===== src/hw/isp_pkg.sv =====
// Purpose: shared constants and types for the serial register port
// Assumes: system clock of 125 MHz
// Notes:   filter counts derive from spike widths in ns
package isp_pkg;

  localparam int          CLK_MHZ        = 125;
  localparam logic [6:0]  OWN_ADDR       = 7'h18;  // 0x30 write, 0x31 read
  localparam logic [6:0]  GEN_CALL_ADDR  = 7'h00;
  localparam logic [4:0]  HS_CODE_TOP    = 5'h01;  // master code 00001xxx
  localparam logic [3:0]  BITS_PER_BYTE  = 4'h8;

  // spike widths rejected by the input filters
  localparam int          LS_SPIKE_NS    = 50;
  localparam int          HS_SPIKE_NS    = 10;
  localparam int          LS_FILT_CYC    = (LS_SPIKE_NS * CLK_MHZ + 999) / 1000;
  localparam int          HS_FILT_CYC    = (HS_SPIKE_NS * CLK_MHZ + 999) / 1000;
  localparam int          FILT_CNT_W     = 4;

  typedef enum logic [2:0] {
    ST_IDLE  = 3'b000,
    ST_ADDR  = 3'b001,
    ST_PTR   = 3'b010,
    ST_WDATA = 3'b011,
    ST_RDATA = 3'b100
  } isp_state_e;

  typedef struct packed {
    logic scl;
    logic sda;
  } isp_bus_s;

  typedef struct packed {
    logic       en;
    logic [7:0] addr;
    logic [7:0] data;
  } isp_wr_s;

endpackage


===== src/hw/isp_pin_filter.sv =====
// Purpose: two-flop synchroniser and spike filter for both bus lines
// Assumes: lines idle high
// Notes:   a line changes only after holding its new level N cycles
`timescale 1ns/1ps
module isp_pin_filter
  import isp_pkg::*;
#(
  parameter int LS_CYC = LS_FILT_CYC,
  parameter int HS_CYC = HS_FILT_CYC
) (
  input  wire logic     clk_sys,
  input  wire logic     rst,
  input  wire logic     hsMode,
  input  wire isp_bus_s busRaw,
  output isp_bus_s      busFilt
);

  // counter must hold the low-speed window; hs window may not be longer
  if (LS_CYC < 1 || HS_CYC < 1 || LS_CYC >= (1 << FILT_CNT_W) || HS_CYC > LS_CYC) begin : gBad
    $error("isp_pin_filter: bad filter lengths");
  end

  logic [1:0] rawVec;
  logic [1:0] filtVec;

  assign rawVec        = {busRaw.scl, busRaw.sda};
  assign busFilt.scl   = filtVec[1];
  assign busFilt.sda   = filtVec[0];

  localparam logic [FILT_CNT_W-1:0] LS_LIM = FILT_CNT_W'(LS_CYC - 1);
  localparam logic [FILT_CNT_W-1:0] HS_LIM = FILT_CNT_W'(HS_CYC - 1);

  genvar g;
  generate
    for (g = 0; g < 2; g++) begin : gLine
      logic                  meta_r, sync_r, out_r, out_nxt;
      logic [FILT_CNT_W-1:0] cnt_r, cnt_nxt, lim;

      // hs mode shortens the window so fast clocks pass
      assign lim = hsMode ? HS_LIM : LS_LIM;

      always_comb begin
        out_nxt = out_r;
        cnt_nxt = '0;
        if (sync_r != out_r) begin
          if (cnt_r >= lim) begin
            out_nxt = sync_r;
          end else begin
            cnt_nxt = cnt_r + FILT_CNT_W'(1);
          end
        end
      end

      always_ff @(posedge clk_sys) begin
        if (rst) begin
          meta_r <= 1'b1;
          sync_r <= 1'b1;
          out_r  <= 1'b1;
          cnt_r  <= '0;
        end else begin
          meta_r <= rawVec[g];
          sync_r <= meta_r;
          out_r  <= out_nxt;
          cnt_r  <= cnt_nxt;
        end
      end

      assign filtVec[g] = out_r;
    end
  endgenerate

endmodule


===== src/hw/isp_slave_port.sv =====
// Purpose: two-wire serial slave giving access to converter registers
// Assumes: external register file answers regRdData for regAddr combinationally
// Notes:   clock line is input only; the port never holds it low
`timescale 1ns/1ps
module isp_slave_port
  import isp_pkg::*;
#(
  parameter logic [6:0] SLAVE_ADDR = OWN_ADDR
) (
  input  wire logic       clk_sys,
  input  wire logic       rst,
  input  wire logic       sclIn,
  input  wire logic       sdaIn,
  output logic            sdaOut,
  output logic            sdaOeN,
  output isp_wr_s         regWr,
  output logic [7:0]      regAddr,
  input  wire logic [7:0] regRdData,
  output logic            hsMode
);

  // a reserved code would make the port answer broadcasts or take its own address for a master code
  if (SLAVE_ADDR == GEN_CALL_ADDR || SLAVE_ADDR[6:2] == HS_CODE_TOP) begin : gBadAddr
    $error("isp_slave_port: reserved slave address");
  end

  isp_bus_s   busRaw;
  isp_bus_s   busF;
  logic       sclPrev_r;
  logic       sdaPrev_r;

  isp_state_e state_r,   state_nxt;
  logic [3:0] bitCnt_r,  bitCnt_nxt;
  logic       ackPh_r,   ackPh_nxt;
  logic [7:0] shift_r,   shift_nxt;
  logic [7:0] tx_r,      tx_nxt;
  logic [7:0] ptr_r,     ptr_nxt;
  logic       oeN_r,     oeN_nxt;
  logic       hs_r,      hs_nxt;
  isp_wr_s    wr_r,      wr_nxt;

  logic       sclRise, sclFall, startEv, stopEv;
  logic       addrHit, hsCode;

  assign busRaw.scl = sclIn;
  assign busRaw.sda = sdaIn;

  // filter window follows hsMode so fast clocks are not swallowed
  isp_pin_filter uFilt (
    .clk_sys (clk_sys),
    .rst     (rst),
    .hsMode  (hs_r),
    .busRaw  (busRaw),
    .busFilt (busF)
  );

  assign sclRise = busF.scl & ~sclPrev_r;
  assign sclFall = ~busF.scl & sclPrev_r;
  // edges of data while clock stays high are framing, not data
  assign startEv = busF.scl & sclPrev_r & sdaPrev_r & ~busF.sda;
  assign stopEv  = busF.scl & sclPrev_r & ~sdaPrev_r & busF.sda;

  // only looked at on the eighth clock fall, when the byte is complete
  assign addrHit = (shift_r[7:1] == SLAVE_ADDR);
  assign hsCode  = (shift_r[7:3] == HS_CODE_TOP);

  always_comb begin
    state_nxt  = state_r;
    bitCnt_nxt = bitCnt_r;
    ackPh_nxt  = ackPh_r;
    shift_nxt  = shift_r;
    tx_nxt     = tx_r;
    ptr_nxt    = ptr_r;
    oeN_nxt    = oeN_r;
    hs_nxt     = hs_r;
    wr_nxt     = wr_r;
    wr_nxt.en  = 1'b0;

    if (startEv) begin
      // repeated start needs no stop first and keeps the filter mode
      state_nxt  = ST_ADDR;
      bitCnt_nxt = '0;
      ackPh_nxt  = 1'b0;
      oeN_nxt    = 1'b1;
    end else if (stopEv) begin
      // a stop always drops the filters back to low speed
      state_nxt  = ST_IDLE;
      ackPh_nxt  = 1'b0;
      oeN_nxt    = 1'b1;
      hs_nxt     = 1'b0;
    end else if (state_r != ST_IDLE) begin
      if (sclRise) begin
        if (!ackPh_r) begin
          shift_nxt  = {shift_r[6:0], busF.sda};
          bitCnt_nxt = bitCnt_r + 4'h1;
        end else if (state_r == ST_WDATA && bitCnt_r == BITS_PER_BYTE) begin
          // data byte lands on the acknowledge clock rise
          wr_nxt.en   = 1'b1;
          wr_nxt.addr = ptr_r;
          wr_nxt.data = shift_r;
          ptr_nxt     = ptr_r + 8'h01;
        end else if (state_r == ST_RDATA && busF.sda) begin
          // master nack ends the read; wait for stop or new start
          state_nxt = ST_IDLE;
          ackPh_nxt = 1'b0;
        end
      end else if (sclFall) begin
        if (!ackPh_r && bitCnt_r == BITS_PER_BYTE) begin
          ackPh_nxt = 1'b1;
          oeN_nxt   = 1'b1;
          case (state_r)
            ST_ADDR: begin
              if (hsCode) begin
                // stay silent; only the filter mode changes
                hs_nxt    = 1'b1;
                state_nxt = ST_IDLE;
              end else if (addrHit) begin
                oeN_nxt   = 1'b0;
                state_nxt = shift_r[0] ? ST_RDATA : ST_PTR;
              end else begin
                // general call and foreign addresses land here
                state_nxt = ST_IDLE;
                ackPh_nxt = 1'b0;
              end
            end
            ST_PTR: begin
              // clear the count so the pointer ack clock is not taken as a data ack
              ptr_nxt    = shift_r;
              bitCnt_nxt = '0;
              oeN_nxt   = 1'b0;
              state_nxt = ST_WDATA;
            end
            ST_WDATA: begin
              oeN_nxt   = 1'b0;
            end
            default: begin
              oeN_nxt   = 1'b1;
            end
          endcase
          if (hsCode && state_r == ST_ADDR) begin
            ackPh_nxt = 1'b0;
          end
        end else if (ackPh_r) begin
          // end of acknowledge clock: release, or drive first read bit
          ackPh_nxt  = 1'b0;
          bitCnt_nxt = '0;
          oeN_nxt    = 1'b1;
          if (state_r == ST_RDATA) begin
            // pointer moves on at once so the next byte is already addressed
            tx_nxt  = regRdData;
            oeN_nxt = regRdData[7];
            ptr_nxt = ptr_r + 8'h01;
          end
        end else if (state_r == ST_RDATA) begin
          // change data only while clock is low
          oeN_nxt = tx_r[3'(4'h7 - bitCnt_r)];
        end
      end
    end
  end

  // edge history starts at the idle level, so no false edge after reset
  always_ff @(posedge clk_sys) begin
    if (rst) begin
      sclPrev_r <= 1'b1;
      sdaPrev_r <= 1'b1;
      state_r   <= ST_IDLE;
      bitCnt_r  <= '0;
      ackPh_r   <= 1'b0;
      shift_r   <= '0;
      tx_r      <= '0;
      ptr_r     <= '0;
      oeN_r     <= 1'b1;
      hs_r      <= 1'b0;
      wr_r      <= '0;
    end else begin
      sclPrev_r <= busF.scl;
      sdaPrev_r <= busF.sda;
      state_r   <= state_nxt;
      bitCnt_r  <= bitCnt_nxt;
      ackPh_r   <= ackPh_nxt;
      shift_r   <= shift_nxt;
      tx_r      <= tx_nxt;
      ptr_r     <= ptr_nxt;
      oeN_r     <= oeN_nxt;
      hs_r      <= hs_nxt;
      wr_r      <= wr_nxt;
    end
  end

  // open drain: only ever pulls low; clock line has no driver at all
  assign sdaOut  = 1'b0;
  assign sdaOeN  = oeN_r;
  assign regWr   = wr_r;
  assign regAddr = ptr_r;
  assign hsMode  = hs_r;

endmodule


===== config.mk =====
export PLATFORM = sky130hd
export DESIGN_NAME = isp_slave_port
export DESIGN_NICKNAME = d
export VERILOG_FILES = /design/src/hw/isp_pkg.sv /design/src/hw/isp_pin_filter.sv /design/src/hw/isp_slave_port.sv
export SDC_FILE = /design/constraint.sdc
export NUM_CORES = 1
export LEC_CHECK = 0
export BUFFER_PORTS_ARGS = -buffer_cell sky130_fd_sc_hd__clkbuf_2
export CAP_MARGIN = 20
export CORE_MARGIN = 2
export CORE_UTILIZATION = 52
export DETAILED_ROUTE_END_ITERATION = 10
export HOLD_SLACK_MARGIN = 0.05
export PLACE_DENSITY_LB_ADDON = 0.15
export SYNTH_ARGS = -nofsm -noshare
export SYNTH_HDL_FRONTEND = slang
export SYNTH_SLANG_ARGS = --single-unit

===== constraint.sdc =====
create_clock -name clk_sys -period 1.9 [get_ports clk_sys]
set_input_delay 0.19 -clock clk_sys [delete_from_list [all_inputs] [get_ports clk_sys]]
set_output_delay 0.19 -clock clk_sys [all_outputs]
set_load 0.03 [all_outputs]

==> summary.md <==
| Metric | Value |
|---|---|
| Outcome | `finished, violations left` |
| Reg2Reg Depth | `5` |
| Row count | `29` |
| Antenna-violating nets left | `0` |
| Non-Filler Instances | `525` |
| Hold Path Depth | `3` |
| Post-synth EDFFs | `0` |
| Hold Startpoint | `regRdData[4]` |
| DRC violations left | `0` |
| # diodes | `0` |
| Worst hold path class | `primary input to register` |
| Achievable Freq | `520.5 MHz` |
| R2R setup slack | `-20 ps` |
| PwrDens | `655.1 nW/um2` |
| Worst setup margin | `-21.28 ps` |
| Post-DP HPWL | `5298 um` |
| Synth-to-Final Area Change | `23.88%` |
| Max clock buf depth | `2` |
| Synth unique cells | `61` |
| Worst VDD drop | `506.9 uV` |
| Leading cell type in the layout, fill and taps excluded | `dfxtp_1` |
| Post-synthesis sequential area ratio | `40.50%` |
| Number of global-route vias before repair | `2,862` |
| Placed Cells | `502` |
| Crit path max fanout | `12` |
| Largest net degree at the start of global routing | `30` |
| Unrepaired setup endpoints after global routing | `yes` |
| Final WL | `7854 um` |
| Worst slew pin tran | `719.8 ps` |
| TritonCTS clock tree | `yes` |
| Layout net count | `469` |
| CTS buffer count | `9` |
| Mean post-synth cell area | `8.739 um2` |
| CP Buf/Inv Count | `1` |
| GP Congestion | `0.9177` |
| Cell area after synthesis | `3312 um2` |
| Worst EP arrival | `2180 ps` |
| FF-to-FF Start | `ackPh_r` |
| CP required | `2150 ps` |
| Initial Utilization | `53.07%` |
| Synth Register Bits | `67` |
| Max-cap viol count | `0` |
| Ys Warns | `0` |
| Share of layout cells above drive strength 1 | `29.91%` |
| Critical Path Start Type | `register` |
| Global-route wire length before repair | `13,220 um` |
| Worst-case clock skew | `8.379 ps` |
| R2r endpoint | `regAddr[7]` |
| Drt initial violations | `218` |
| Max H-tree Level | `3` |
| Total gr overflow | `0` |
| Final hold violation count | `0` |
| Total power | `2.688 mW` |
| Prevailing post-synth register cell | `dfxtp_1` |
| Critical path class | `register to register` |
| IO buf count | `38` |
| Placed cell area | `3700 um2` |
| CTS root buf | `clkbuf_8` |
| Worst path max stage delay | `590 ps` |
| Wire per inst | `14.96 um` |
| Core ar. | `6241 um2` |
| Slowest-stage cell, CP | `dfxtp_1` |
| Die span in x | `83.81 um` |
| Most frequent cells in the layout | `dfxtp_1, nand2_1, clkbuf_2` |
| Die Ht | `83.81 um` |
| Clk sinks | `67` |
| Total number of vias | `2,917` |
| Post-Syn Nets | `405` |
| Worst skew pair latency | `350 ps` |
| CP Capture Type | `register` |
| Synth Instances | `379` |
| Synth async-reset ratio | `0%` |
| Crit path time final | `1921 ps` |
| Global Route Usage Sum | `23.22%` |
| DP Worst Slack | `-77.32 ps` |
| Endpoints failing setup | `3` |
| Clk slew on worst S/H paths | `80 ps` |
| P_leak | `1.616 nW` |
| Worst Hold End | `tx_r[4]` |
| Drt first pass iters | `4` |
| Crit path max-delay family | `compound AO/OA/AOI/OAI gates` |
| Final instance area | `4103 um2` |
| Crit path cell chain | `and4bb_2 > o221ai_4 > o2111a_4 > inv_2 > o32ai_1` |
| Tcrit/Tclk final | `101.1%` |
| Failing checks | `setup timing` |
| Die area | `7023 um2` |
| Vias/cell | `5.556` |
| Slew Limit Fails | `0` |
| Io pins | `40` |
| Antenna violations before repair | `0` |
| Slew margin rel. | `51.64%` |
per-stage QoR:
step / hold slack [ps] / TNS, ps / utilization, %
3_5_place_dp: 383.4 / -198.6 / 59.28
4_1_cts: 72.02 / -20.42 / 63.99
6_report: 79.62 / -49.77 / 65.74
2_1_floorplan: 293.8 / 0 / -
3_3_place_gp: 375.7 / 0 / 59.28
5_1_grt: 111.1 / -509.7 / 65.74
Yosys cell counts (5+ instances only):
| cell type | n | area share (%) |
|---|---|---|
| a21oi_1 | 34 | 5.1 |
| and3_1 | 6 | 1.1 |
| clkbuf_1 | 8 | 0.91 |
| dfxtp_1 | 67 | 40 |
| ha_1 | 14 | 5.3 |
| inv_1 | 13 | 1.5 |
| mux2i_1 | 21 | 6.3 |
| nand2_1 | 58 | 6.6 |
| nand3_1 | 11 | 1.7 |
| nor2_1 | 37 | 4.2 |
| nor3_1 | 7 | 1.1 |
| o21ai_0 | 8 | 1.2 |
| or2_2 | 5 | 0.94 |
tightest hold or removal path, cell delays in order:
cell,delay [ps]
clkbuf_2,80
mux2i_1,50
nor2_1,70
how the worst max path moves through the flow:
stage / startpoint / endpoint / slack (ps) / depth (start not counted)
3_3_place_gp: sclPrev_r / regAddr[4] / 10 / 7
2_1_floorplan: sclPrev_r / regAddr[1] / 9 / 8
4_1_cts: sclPrev_r / regAddr[6] / -10 / 8
6_report: ackPh_r / regAddr[7] / -20 / 5
3_5_place_dp: sclPrev_r / regAddr[2] / -80 / 7
5_1_grt: sclPrev_r / regAddr[7] / -100 / 7
layer usage:
metal | GRT usage (%) | wire length [um] | up-vias
met1 | 30.35 | 3700 | 1391
met3 | 3.660 | 254 | 16
met5 | 0 | 0 | -
met4 | 9.677 | 163 | 0
met2 | 38.25 | 3736 | 57
li1 | - | - | 1453
power by group:
group	switching (mW)	internal, mW
combinational	0.0344	0.0216
clock	0.581	0.641
sequential	0.00270	1.41
total	0.618	2.07
flip-flops by register name, summed over array words and instances, names as in the netlist:
name	count
state_r	3
bitCnt_r	4
hsMode	1
uFilt.gLine.cnt_r	8
sclPrev_r	1
sdaPrev_r	1
shift_r	8
regAddr	8
ackPh_r	1
uFilt.gLine.out_r	2
regWr	17
sdaOeN	1
uFilt.gLine.meta_r	2
tx_r	8
uFilt.gLine.sync_r	2
logic make-up (layout without fill, tap and decap cells):
group	Yosys count	after routing	synth area share, %
buf+inv	34	102	5.856
flops	67	67	40.50
fa+ha+maj	14	14	5.289
compound gates	72	73	14.66
mux	23	23	7.707
other cells	1	1	0.1132
simple gates	161	161	24.03
xor+xnor	7	7	1.851
final cells by class:
cell class | instances | area [um2]
sequential | 67 | 1350
inverter | 13 | 48.80
clock buffer | 10 | 137.6
fill | 556 | 2138
clock inverter | 6 | 63.81
multi-input combinational | 279 | 1912
tap | 77 | 96.34
timing repair buffer | 73 | 494.2
timing repair:
action                                 in CTS  in global routing
hold buffers                                2                  0
endpoints found under the hold margin       2                  0
cloned                                      1                  0
buffers inserted                            3                  1
gates resized for setup                    11                 27
pin swaps                                   2                 11
setup endpoints to repair                  10                 45
Note: power is estimated with default switching activity, not from simulation.
